File: config.mk
export PLATFORM = sky130hd
export DESIGN_NAME = shi_host_port
export DESIGN_NICKNAME = d
export VERILOG_FILES = /design/src/include/shi_pkg.sv /design/src/include/shi_stream_if.sv /design/src/core/shi_fifo.sv /design/src/core/shi_host_port.sv
export SDC_FILE = /design/constraint.sdc
export NUM_CORES = 1
export LEC_CHECK = 0
export ABC_CLOCK_PERIOD_IN_PS = 4200
export BUFFER_PORTS_ARGS = -buffer_cell sky130_fd_sc_hd__buf_2
export CAP_MARGIN = 30
export CORE_MARGIN = 5
export CORE_UTILIZATION = 45
export DETAILED_ROUTE_END_ITERATION = 7
export RECOVER_POWER = 50
export SETUP_SLACK_MARGIN = 0.2
export SYNTH_ARGS = -nofsm -noshare
export SYNTH_HDL_FRONTEND = slang
export SYNTH_SLANG_ARGS = --single-unit
File: constraint.sdc
create_clock -name i_clk -period 4.2 [get_ports i_clk]
set_clock_uncertainty 0.1 [all_clocks]
set_input_delay 0.63 -clock i_clk [delete_from_list [all_inputs] [get_ports i_clk]]
set_output_delay 0.63 -clock i_clk [all_outputs]
set_load 0.02 [all_outputs]
File: src/include/shi_pkg.sv
package shi_pkg;
  localparam int CLK_HZ         = 50_000_000;
  localparam int MAX_LINK_BPS   = 7_000_000;
  localparam int MIN_SCK_CYC    = CLK_HZ / MAX_LINK_BPS;
  localparam int FIFO_W         = 9;
  localparam int FIFO_D         = 8;
  localparam int EOF_BIT        = 8;
  localparam int MAX_PARAMS     = 260;
  localparam int CNT_W          = 9;
  localparam int WR_PARAMS      = 5;
  localparam int RD_PARAMS      = 1;
  localparam int RESP_BYTES     = 4;
  localparam logic [7:0] CMD_WRITE_REG = 8'h00;
  localparam logic [7:0] CMD_READ_REG  = 8'h04;
  localparam logic [7:0] ADDR_SYS_CFG  = 8'h00;
  localparam logic [7:0] ADDR_IRQ_EN   = 8'h01;
  localparam logic [7:0] ADDR_IRQ_STAT = 8'h02;
  localparam logic [7:0] ADDR_IRQ_CLR  = 8'h03;
  localparam int SOFT_RST_BIT   = 8;
  localparam int NSRC           = 9;
  localparam int SRC_RX_DONE    = 0;
  localparam int SRC_TX_DONE    = 1;
  localparam int SRC_IDLE       = 2;
  localparam int SRC_TIMER0     = 3;
  localparam int SRC_TIMER1     = 4;
  localparam int SRC_TIMER2     = 5;
  localparam int SRC_CARD_DET   = 6;
  localparam int SRC_GEN_ERR    = 7;
  localparam int SRC_HV_FAULT   = 8;
  localparam logic [NSRC-1:0] NMI_MASK   = 9'h1C0;
  localparam logic [NSRC-1:0] EN_RESET   = 9'h000;
  typedef enum logic [1:0] {
    S_CODE  = 2'b00,
    S_PARAM = 2'b01,
    S_EXEC  = 2'b10
  } shi_state_type;
endpackage : shi_pkg

File: src/include/shi_stream_if.sv
`timescale 1ns/100ps
interface shi_stream_if #(parameter int W = 9);
  logic         in_valid;
  logic         in_ready;
  logic [W-1:0] in_data;
  logic         out_valid;
  logic         out_ready;
  logic [W-1:0] out_data;
  modport buffer (input in_valid, in_data, out_ready, output in_ready, out_valid, out_data);
  modport user (output in_valid, in_data, out_ready, input in_ready, out_valid, out_data);
endinterface : shi_stream_if

File: src/core/shi_fifo.sv
`timescale 1ns/100ps
module shi_fifo #(
  parameter int W = 9,
  parameter int D = 8
) (
  input wire logic    i_clk,
  input wire logic    i_sys_rst,
  shi_stream_if.buffer s
);
  localparam int AW = $clog2(D);
  localparam logic [AW:0] FULL = D[AW:0];

  logic [W-1:0]  mem [D];
  logic [AW-1:0] wp;
  logic [AW-1:0] rp;
  logic [AW:0]   cnt;
  logic          push;
  logic          pop;

  assign s.in_ready  = (cnt != FULL);
  assign s.out_valid = (cnt != '0);
  assign s.out_data  = mem[rp];
  assign push        = s.in_valid & s.in_ready;
  assign pop         = s.out_valid & s.out_ready;

  always_ff @(posedge i_clk)
  begin
    if (push)
    begin
      mem[wp] <= s.in_data;
    end
  end

  always_ff @(posedge i_clk)
  begin
    if (i_sys_rst)
    begin
      wp  <= '0;
      rp  <= '0;
      cnt <= '0;
    end
    else
    begin
      if (push)
      begin
        wp <= (wp == AW'(D - 1)) ? '0 : wp + 1'b1;
      end
      if (pop)
      begin
        rp <= (rp == AW'(D - 1)) ? '0 : rp + 1'b1;
      end
      cnt <= cnt + (AW + 1)'(push) - (AW + 1)'(pop);
    end
  end
endmodule : shi_fifo

File: src/core/shi_host_port.sv
`timescale 1ns/100ps
module shi_host_port (
  input  wire logic                    i_clk,
  input  wire logic                    i_sys_rst,
  input  wire logic                    i_sck,
  input  wire logic                    i_nss,
  input  wire logic                    i_mosi,
  input  wire logic [shi_pkg::NSRC-1:0] i_irq_src,
  input  wire logic                    i_clr_on_read,
  input  wire logic                    i_irq_active_high,
  output logic                         o_miso,
  output logic                         o_miso_oe,
  output logic                         o_busy,
  output logic                         o_irq,
  output logic [shi_pkg::NSRC-1:0]     o_irq_status
);
  logic [2:0]                 sync1;
  logic [2:0]                 sync2;
  logic [2:0]                 pins;
  logic                       sck;
  logic                       nss;
  logic                       mosi;
  logic                       sck_q;
  logic                       nss_q;
  logic                       sck_rise;
  logic                       sck_fall;
  logic                       sel_fall;
  logic                       sel_rise;
  logic                       rst;
  logic                       soft_rst;
  logic [2:0]                 bit_cnt;
  logic [6:0]                 shin;
  logic                       rd_frame;
  logic                       byte_done;
  logic                       eof_pend;
  logic                       push_valid;
  logic [shi_pkg::FIFO_W-1:0] push_data;
  logic                       overflow;
  logic [7:0]                 tx;
  logic [2:0]                 tx_idx;
  logic [31:0]                resp;
  logic                       resp_valid;
  shi_pkg::shi_state_type     state;
  logic [7:0]                 code;
  logic [7:0]                 addr;
  logic [31:0]                data;
  logic [shi_pkg::CNT_W-1:0]  cnt;
  logic                       pop;
  logic                       is_eof;
  logic                       exec;
  logic                       wr_ok;
  logic                       rd_ok;
  logic                       param_err;
  logic                       done;
  logic [shi_pkg::NSRC-1:0]   status;
  logic [shi_pkg::NSRC-1:0]   enable;
  logic [shi_pkg::NSRC-1:0]   set_vec;
  logic [shi_pkg::NSRC-1:0]   clr_vec;
  logic [shi_pkg::NSRC-1:0]   hold;
  logic                       pend;

  shi_stream_if #(.W(shi_pkg::FIFO_W)) fq ();

  shi_fifo #(.W(shi_pkg::FIFO_W), .D(shi_pkg::FIFO_D)) u_fifo (
    .i_clk     (i_clk),
    .i_sys_rst (rst),
    .s         (fq.buffer)
  );

  // pins are asynchronous to i_clk: two flops each
  assign pins = {i_mosi, i_nss, i_sck};
  genvar g;
  generate
    for (g = 0; g < 3; g++)
    begin : g_sync
      always_ff @(posedge i_clk)
      begin
        if (i_sys_rst)
        begin
          sync1[g] <= (g == 1);
          sync2[g] <= (g == 1);
        end
        else
        begin
          sync1[g] <= pins[g];
          sync2[g] <= sync1[g];
        end
      end
    end
  endgenerate

  assign sck  = sync2[0];
  assign nss  = sync2[1];
  assign mosi = sync2[2];

  always_ff @(posedge i_clk)
  begin
    if (i_sys_rst)
    begin
      sck_q <= 1'b0;
      nss_q <= 1'b1;
    end
    else
    begin
      sck_q <= sck;
      nss_q <= nss;
    end
  end

  // mode 0: sample on rising, shift out on falling
  assign sck_rise = sck & ~sck_q & ~nss;
  assign sck_fall = ~sck & sck_q & ~nss;
  assign sel_fall = ~nss & nss_q;
  assign sel_rise = nss & ~nss_q;
  assign rst      = i_sys_rst | soft_rst;

  always_ff @(posedge i_clk)
  begin
    if (rst)
    begin
      bit_cnt  <= '0;
      shin     <= '0;
      rd_frame <= 1'b0;
    end
    else if (sel_fall)
    begin
      bit_cnt  <= '0;
      rd_frame <= resp_valid;
    end
    else if (sel_rise)
    begin
      bit_cnt <= '0;
    end
    else if (sck_rise)
    begin
      shin    <= {shin[5:0], mosi};
      bit_cnt <= bit_cnt + 1'b1;
    end
  end

  assign byte_done = sck_rise & (bit_cnt == 3'h7);

  // a frame end marker follows every frame's bytes
  always_ff @(posedge i_clk)
  begin
    if (rst)
    begin
      eof_pend <= 1'b0;
    end
    else if (sel_rise)
    begin
      eof_pend <= 1'b1;
    end
    else if (fq.in_ready)
    begin
      eof_pend <= 1'b0;
    end
  end

  // bytes of a response frame are dummies and never stored
  always_comb
  begin
    push_valid = eof_pend;
    push_data  = {1'b1, 8'h00};
    if (byte_done && !rd_frame)
    begin
      push_valid = 1'b1;
      push_data  = {1'b0, shin, mosi};
    end
  end

  assign fq.in_valid = push_valid;
  assign fq.in_data  = push_data;
  // the link cannot be stalled, so a byte met by a full buffer is lost
  assign overflow    = byte_done & ~rd_frame & ~fq.in_ready;

  // response bytes go out low byte first, bits high first
  always_ff @(posedge i_clk)
  begin
    if (rst)
    begin
      tx     <= '0;
      tx_idx <= '0;
    end
    else if (sel_fall)
    begin
      tx     <= resp_valid ? resp[7:0] : 8'h00;
      tx_idx <= 3'h1;
    end
    else if (sck_fall)
    begin
      if (bit_cnt == 3'h0)
      begin
        tx     <= (rd_frame && tx_idx < 3'(shi_pkg::RESP_BYTES)) ? 8'(resp >> {tx_idx[1:0], 3'h0}) : 8'h00;
        tx_idx <= (tx_idx == 3'(shi_pkg::RESP_BYTES)) ? tx_idx : tx_idx + 1'b1;
      end
      else
      begin
        tx <= {tx[6:0], 1'b0};
      end
    end
  end

  assign o_miso = tx[7];

  always_ff @(posedge i_clk)
  begin
    if (i_sys_rst)
    begin
      o_miso_oe <= 1'b0;
    end
    else
    begin
      o_miso_oe <= ~nss;
    end
  end

  // command parser on the drain side of the buffer
  assign fq.out_ready = (state != shi_pkg::S_EXEC);
  assign pop          = fq.out_valid & fq.out_ready;
  assign is_eof       = fq.out_data[shi_pkg::EOF_BIT];
  assign exec         = (state == shi_pkg::S_EXEC);

  always_ff @(posedge i_clk)
  begin
    if (rst)
    begin
      state <= shi_pkg::S_CODE;
      code  <= '0;
      addr  <= '0;
      data  <= '0;
      cnt   <= '0;
    end
    else
    begin
      case (state)
        shi_pkg::S_CODE:
        begin
          if (pop && !is_eof)
          begin
            code  <= fq.out_data[7:0];
            cnt   <= '0;
            state <= shi_pkg::S_PARAM;
          end
        end
        shi_pkg::S_PARAM:
        begin
          if (pop && is_eof)
          begin
            state <= shi_pkg::S_EXEC;
          end
          else if (pop)
          begin
            if (cnt == '0)
            begin
              addr <= fq.out_data[7:0];
            end
            else
            begin
              data <= {fq.out_data[7:0], data[31:8]};
            end
            if (cnt <= shi_pkg::CNT_W'(shi_pkg::MAX_PARAMS))
            begin
              cnt <= cnt + 1'b1;
            end
          end
        end
        default:
        begin
          state <= shi_pkg::S_CODE;
        end
      endcase
    end
  end

  assign wr_ok = (code == shi_pkg::CMD_WRITE_REG) && (cnt == shi_pkg::CNT_W'(shi_pkg::WR_PARAMS)) &&
                 (addr == shi_pkg::ADDR_SYS_CFG || addr == shi_pkg::ADDR_IRQ_EN ||
                  addr == shi_pkg::ADDR_IRQ_CLR);
  assign rd_ok = (code == shi_pkg::CMD_READ_REG) && (cnt == shi_pkg::CNT_W'(shi_pkg::RD_PARAMS)) &&
                 (addr == shi_pkg::ADDR_IRQ_EN || addr == shi_pkg::ADDR_IRQ_STAT);
  assign param_err = exec & ~wr_ok & ~rd_ok;
  assign done      = exec | (state == shi_pkg::S_CODE && pop && is_eof);

  always_ff @(posedge i_clk)
  begin
    if (rst)
    begin
      o_busy <= 1'b0;
    end
    else if (sel_fall)
    begin
      o_busy <= 1'b1;
    end
    else if (done)
    begin
      o_busy <= 1'b0;
    end
  end

  always_ff @(posedge i_clk)
  begin
    if (rst)
    begin
      resp       <= '0;
      resp_valid <= 1'b0;
    end
    else if (exec && rd_ok)
    begin
      resp       <= (addr == shi_pkg::ADDR_IRQ_STAT) ? 32'(status) : 32'(enable);
      resp_valid <= 1'b1;
    end
    else if (sel_rise && rd_frame)
    begin
      resp_valid <= 1'b0;
    end
  end

  always_ff @(posedge i_clk)
  begin
    if (i_sys_rst)
    begin
      soft_rst <= 1'b0;
    end
    else
    begin
      soft_rst <= exec & wr_ok & (addr == shi_pkg::ADDR_SYS_CFG) & data[shi_pkg::SOFT_RST_BIT];
    end
  end

  always_ff @(posedge i_clk)
  begin
    if (rst)
    begin
      enable <= shi_pkg::EN_RESET;
    end
    else if (exec && wr_ok && addr == shi_pkg::ADDR_IRQ_EN)
    begin
      enable <= data[shi_pkg::NSRC-1:0];
    end
  end

  always_comb
  begin
    set_vec = i_irq_src;
    set_vec[shi_pkg::SRC_GEN_ERR] = i_irq_src[shi_pkg::SRC_GEN_ERR] | param_err | overflow;
    clr_vec = '0;
    if (exec && wr_ok && addr == shi_pkg::ADDR_IRQ_CLR && !i_clr_on_read)
    begin
      clr_vec = data[shi_pkg::NSRC-1:0];
    end
    if (exec && rd_ok && addr == shi_pkg::ADDR_IRQ_STAT && i_clr_on_read)
    begin
      clr_vec = status;
    end
  end

  assign hold = status & ~clr_vec;
  assign pend = |(status & (enable | shi_pkg::NMI_MASK));

  always_ff @(posedge i_clk)
  begin
    if (rst)
    begin
      status <= '0;
    end
    else
    begin
      status <= hold | set_vec;
    end
  end

  always_ff @(posedge i_clk)
  begin
    if (rst)
    begin
      o_irq <= 1'b0;
    end
    else
    begin
      o_irq <= i_irq_active_high ? pend : ~pend;
    end
  end

  assign o_irq_status = status;

  a_miso_release: assert property (@(posedge i_clk) disable iff (i_sys_rst) nss |=> !o_miso_oe)
    else $error("data out driven while deselected");
  a_busy_on_select: assert property (@(posedge i_clk) disable iff (rst) sel_fall |=> o_busy)
    else $error("busy not raised at frame start");
  a_flags_sticky: assert property (@(posedge i_clk) disable iff (rst) 1'b1 |=> (status & $past(hold)) == $past(hold))
    else $error("flag lost without clear");
  a_event_recorded: assert property (@(posedge i_clk) disable iff (rst) |set_vec |=> (status & $past(set_vec)) == $past(set_vec))
    else $error("event not recorded");
  a_pin_follows: assert property (@(posedge i_clk) disable iff (rst) pend |=> o_irq == $past(i_irq_active_high))
    else $error("pin not active with enabled flag");
  a_nmi_routes: assert property (@(posedge i_clk) disable iff (rst) |(status & shi_pkg::NMI_MASK) |=> o_irq == $past(i_irq_active_high))
    else $error("unmaskable flag not on pin");
  a_param_error: assert property (@(posedge i_clk) disable iff (rst) param_err |=> status[shi_pkg::SRC_GEN_ERR])
    else $error("parameter error not flagged");
  a_counter_clear: assert property (@(posedge i_clk) disable iff (rst) sel_rise |=> bit_cnt == 3'h0)
    else $error("bit counter not cleared");
  a_resp_ready: assert property (@(posedge i_clk) disable iff (rst) (exec && rd_ok && !sel_fall) |=> resp_valid && !o_busy)
    else $error("read response not ready");
endmodule : shi_host_port

==> Word level (Yosys, flattened, before mapping) <==
Memories as Yosys holds them, arrays and structs flattened. A register that Yosys moved wholly into a read port is not among the register bits.
Cells that the tools add are included.
{ "word_totals": {"ff_bits": 155, "ramBits": 72, "mem_count": 1} }
{ "op_classes": {"n_addsub": 7, "order_cmp": 2, "n_eq_ne": 20, "shift": 1, "mux": 35, "n_bitwise": 38, "n_reduce_logical": 47} }
{ "mem_list": {"columns": ["name", "depth", "word_bits", "read_ports", "rd_clocked_by_memory_dff", "write_ports", "line_no", "rtl"], "rows": [
  ["u_fifo.mem", 8, 9, 1, 1, 1, "shi_fifo.sv:13", "logic [W-1:0] mem [D];"]
]} }
{ "op_table": {"columns": ["operator", "n"], "rows": [
  ["2-to-1 mux 9 bit", 8],
  ["2-to-1 mux 8 bit", 5],
  ["right shift 32 x 5 -> 8 bit", 1],
  ["bitwise AND 9 bit", 2],
  ["logical AND 1 bit", 18],
  ["case mux 9 bit (2 select lines)", 1],
  ["bitwise AND 1 bit", 16],
  ["== test 8 x 2 -> 1 bit, second input constant", 2],
  ["logical NOT 8 bit", 2],
  ["2-to-1 mux 1 bit", 14],
  ["!= test 2 bit, second input constant", 7],
  ["NOT 1 bit", 14],
  ["adder 3 x 1 -> 3 bit, second input constant", 4],
  ["== test 3 bit, second input constant", 4],
  ["2-to-1 mux 3 bit", 4],
  ["nonzero test 2 bit", 6],
  ["adder 9 x 1 -> 9 bit, second input constant", 1],
  ["== test 9 x 1 -> 1 bit, second input constant", 1],
  ["== test 9 x 3 -> 1 bit, second input constant", 1],
  ["less-or-equal comparator 9 bit, second input constant", 1],
  ["logical NOT 9 bit", 1],
  ["NOT 9 bit", 1],
  ["bitwise OR 9 bit", 1],
  ["AND reduction 3 bit", 3],
  ["22 further kinds", 32]
]} }

==> Logic depth before layout (Yosys ltp) <==
{ "depth": {"word_depth": 12, "depth_mapped": 11, "ltp_nobuf": 11} }

==> By module <==
From an unflattened synthesis, not the netlist that was laid out.
{ "hier_totals": {"hier_cells": 751, "hier_area_um2": 8509.4} }
{ "modules_own_cells": {"columns": ["mod", "instances", "cells_per_inst", "area_per_inst_um2", "seq_area_each_um2"], "rows": [
  ["shi_host_port", 1, 571, 5013.6, 2442.3],
  ["shi_fifo", 1, 180, 3495.9, 2422.3]
]} }

==> Worst setup path before layout <==
OpenSTA, ideal clock, no wires.
{ "synth_path": {"path_type": "flip-flop to flip-flop", "start": "register sync2[1] (netlist: nss)", "end": "memory u_fifo.mem[2][0] (enable)", "t_arrival_ns": 2.349, "required_time_ns": 3.697, "setup_slack_ns": 1.348, "stages_incl_launch_ff": 5, "synth_period_minus_slack_ns": 2.852, "path_cell_list": "dfxtp_1 -> nor3b_1 -> and3b_1 -> o21ai_1 -> nor4b_1"} }
{ "synth_between": {"elab_chain_len": 8} }
{ "synth_lines": {"columns": ["element", "line_no", "rtl"], "rows": [
  ["start, declared", "shi_host_port.sv:18", "logic [2:0] sync2;"],
  ["start signal, assigned by index", "shi_host_port.sv:81", "sync2[g] <= (g == 1);"],
  ["start signal, assigned by index", "shi_host_port.sv:86", "sync2[g] <= sync1[g];"],
  ["NOT 1 bit", "shi_host_port.sv:111", "assign sck_rise = sck & ~sck_q & ~nss;"],
  ["bitwise AND 1 bit", "shi_host_port.sv:111", null],
  ["bitwise AND 1 bit", "shi_host_port.sv:141", "assign byte_done = sck_rise & (bit_cnt == 3'h7);"],
  ["logical AND 1 bit", "shi_host_port.sv:165", "if (byte_done && !rd_frame)"],
  ["2-to-1 mux 1 bit", "shi_host_port.sv:165", null],
  ["bitwise AND 1 bit", "shi_fifo.sv:23", "assign push = s.in_valid & s.in_ready;"],
  ["2-to-1 mux 1 bit", "shi_fifo.sv:28", "if (push)"],
  ["2-to-1 mux 1 bit (not written as such)", "shi_fifo.sv:30", "mem[wp] <= s.in_data;"],
  ["end, declared", "shi_fifo.sv:13", null]
]} }
No other way between the ends.

==> Worst setup path after layout <==
{ "layout_path": {"start": "register sync2[1] (netlist: nss)", "end": "memory u_fifo.mem[7][1] (enable)"} }
The elaborated chain is that of the path after synthesis.

==> reports/summary.txt <==
====================================================================================
Post-placement cell count                                                        986
Weighted congestion at the end of routability-driven global placement          0.806
Worst reg2reg endpoint                                                  u_fifo.mem[7][1]$_DFFE_PP_
Number of setup violations in the final report                                     0
Antenna violations before repair                                                   0
Overall die area                                                         21,800 um^2
R2R Path Start                                                          nss$_SDFF_PP1_
Overflow left after global routing                                                 0
CTS Hold Bufs                                                                      0
First-pass detailed-route iteration total                                          4
Launching element type of the critical path                                flip-flop
Die H                                                                         148 um
Initial DRC Count                                                                407
Via count of the first global-routing pass                                     5,402
Slack of the worst reg-to-reg path                                           1080 ps
Detailed-placement wirelength estimate                                     11,500 um
Leading cell type in the layout, fill and taps excluded                 sky130_fd_sc_hd__dfxtp_1
Path type of the worst setup path                                       flip-flop to flip-flop
Average cell area after synthesis                                          11.3 um^2
Timing-limited maximum frequency                                             320 MHz
Total core area                                                          18,600 um^2
Share of synthesized area occupied by flip-flops and latches                   57.1%
Post-placement worst setup slack                                             1070 ps
Global Route Usage Sum                                                         15.6%
Worst-margin pin slew                                                        2090 ps
Slew Limit Headroom                                                           -39.0%
Post-CTS setup buffer count                                                        0
Main flop type after synthesis                                          sky130_fd_sc_hd__dfxtp_1
Width of the die                                                              148 um
Total number of placement rows                                                    50
Final Max Slew Viols                                                              56
Clock buffers created by TritonCTS                                                22
Setup crit start                                                        nss$_SDFF_PP1_
Detailed-route DRC error count                                                     0
Maximum number of pins on one net before global-route repair                      89
Max H-tree Level                                                                   1
Final Routed Wirelength                                                    16,900 um
Power after layout                                                         0.00503 W
Register bit count reported by yosys                                             207
Starting density of the core                                                   45.7%
Clock-pin slew on the worst setup and hold paths                               60 ps
Synthesized netlist cell count                                                   752
Root Buffer Master                                                      sky130_fd_sc_hd__clkbuf_16
Worst reg2reg path depth                                                           6
Sort of element at the end of the critical path                            flip-flop
# resized after CTS                                                                0
Final Cycle Share                                                              74.4%
Final cell count without fillers                                               1,024
Count of final hold-check violations                                               0
Leakage component of the power                                               3.55 nW
Failing checks                                                          capacitance limit, slew limit
Worst-case hold slack                                                         216 ps
CP max FO                                                                         11
Outcome                                                                 finished, violations left
Worst vdd ir                                                                  347 uV
Clock latency on the worst-skew pair                                          500 ps
Largest cells by area after synthesis                                   sky130_fd_sc_hd__dfxtp_1, sky130_fd_sc_hd__edfxtp_1, sky130_fd_sc_hd__mux2i_1
Max cap viols                                                                      2
Via count of the routed design                                                 5,550
Final worst path period need                                                 3120 ps
Worst setup slack after layout                                               1080 ps
Setup Total Neg Slack                                                           0 ps
Number of enable-type register cells in the synthesized netlist                   72
Wire length of the first global-routing pass                               27,800 um
Class of the most critical hold timing path                             primary input to flip-flop
Data arrival time of the critical path                                       3160 ps
TritonCTS sink count                                                             207
Share of post-route cells with drive strength above 1                          13.2%
Longest Clk Path Bufs                                                              3
Crit path required time                                                      4230 ps
Nets in the synthesized netlist                                                  789
ANT nets after route                                                               0
# diodes                                                                           0
Count of pins on the block boundary                                               29
Synth area leader                                                       sky130_fd_sc_hd__dfxtp_1
Yosys top cell area share                                                      31.7%
PwrDens                                                                  525 nW/um^2
Number of warning messages in the yosys log                                        0
Synthesized area                                                           8510 um^2
RSZ-0062 raised after global routing                                              no
Post-detailed-route wirelength per cell                                      16.5 um
Async set-reset flop share out of synthesis                                       0%
Final net count                                                                  813
Syn-to-layout area delta                                                       12.4%
Commonest non-fill, non-tap cells in the layout                         sky130_fd_sc_hd__dfxtp_1, sky130_fd_sc_hd__edfxtp_1, sky130_fd_sc_hd__nor2_1, sky130_fd_sc_hd__nand2_1, sky130_fd_sc_hd__nand3_1
Last element of the critical path                                       u_fifo.mem[7][1]$_DFFE_PP_
Mean number of vias per cell                                                    5.42
Count of distinct cell types in the synthesized netlist                           54
TritonCTS clock tree                                                            done
Port Buf Inserts                                                                  28
====================================================================================
==> worst min path at each step <==
stage,startpoint,endpoint,slack [ps],cells after the start
floorplan,sync1[1]$_SDFF_PP1_,nss$_SDFF_PP1_,290,1
global placement,sync1[1]$_SDFF_PP1_,nss$_SDFF_PP1_,290,1
detailed placement,sync1[1]$_SDFF_PP1_,nss$_SDFF_PP1_,320,1
CTS,i_nss,sync1[1]$_SDFF_PP1_,190,2
global route,i_nss,sync1[1]$_SDFF_PP1_,190,2
finish,i_nss,sync1[1]$_SDFF_PP1_,220,2
==> flip-flops by register name (all words and copies together) (netlist names), 2 cells and up, named ones only <==
name,flops
u_fifo.cnt,4
u_fifo.rp,3
cnt,9
o_irq_status,9
u_fifo.mem,72
tx,8
data,32
tx_idx,3
code,8
bit_cnt,3
shin,7
u_fifo.wp,3
resp,9
state,2
addr,8
sync1,3
enable,9
==> layer usage <==
layer | track usage (%) | share of wire (%) | wire, um
met5 | 0 | 0 | 0
met4 | 4.10 | 2.1 | 351
met3 | 3.19 | 4.9 | 825
met2 | 26.3 | 48 | 8080
met1 | 20.7 | 45 | 7660
==> where the power goes <==
part           switching, W  internal (W)
Clock              0.000750       0.00110
Combinational      0.000517      0.000377
Sequential         0.000111       0.00217
==> through the flow <==
stage               cell area, um^2  utilization [%]
floorplan                      8510                -
global placement               8910             47.8
detailed placement             8910             47.8
CTS                            9610             51.5
global route                   9570             51.3
finish                         9570             51.3
==> logic make-up after synthesis <==
kind of cell	synth area share, %
XOR/XNOR	1.23
adder cells (fa/ha/maj)	3.17
AO/OA/AOI/OAI	7.77
buffers and inverters	3.10
AND/OR/NAND/NOR	15.4
flip-flops	57.1
multiplexers	12.2
==> critical path, stage by stage, from the launching register on <==
cell	delay, ps
sky130_fd_sc_hd__dfxtp_1	350
sky130_fd_sc_hd__nor3b_1	610
sky130_fd_sc_hd__and3b_1	470
sky130_fd_sc_hd__o21ai_1	270
sky130_fd_sc_hd__inv_1	200
sky130_fd_sc_hd__nand2_1	120
sky130_fd_sc_hd__nor2_1	620
==> Yosys cell counts (12+ instances only) <==
library cell               count
sky130_fd_sc_hd__a21oi_1      27
sky130_fd_sc_hd__and2_1       12
sky130_fd_sc_hd__clkbuf_1     27
sky130_fd_sc_hd__dfxtp_1     135
sky130_fd_sc_hd__edfxtp_1     72
sky130_fd_sc_hd__ha_1         20
sky130_fd_sc_hd__inv_1        22
sky130_fd_sc_hd__mux2_2       18
sky130_fd_sc_hd__mux2i_1      43
sky130_fd_sc_hd__mux4_2       12
sky130_fd_sc_hd__nand2_1      66
sky130_fd_sc_hd__nand3_1      50
sky130_fd_sc_hd__nor2_1       68
sky130_fd_sc_hd__o21ai_0      49
==> cell type report <==
cell class              count  area (um^2)
fillers                  1665         9070
flip-flops and latches    207         4860
multi-input cells         482         3400
clock buffers              25          572
well taps                 234          293
repair buffers             41          229
clock inverters            13          124
inverters                  22         82.6
Power figures use the tool's default switching activity.
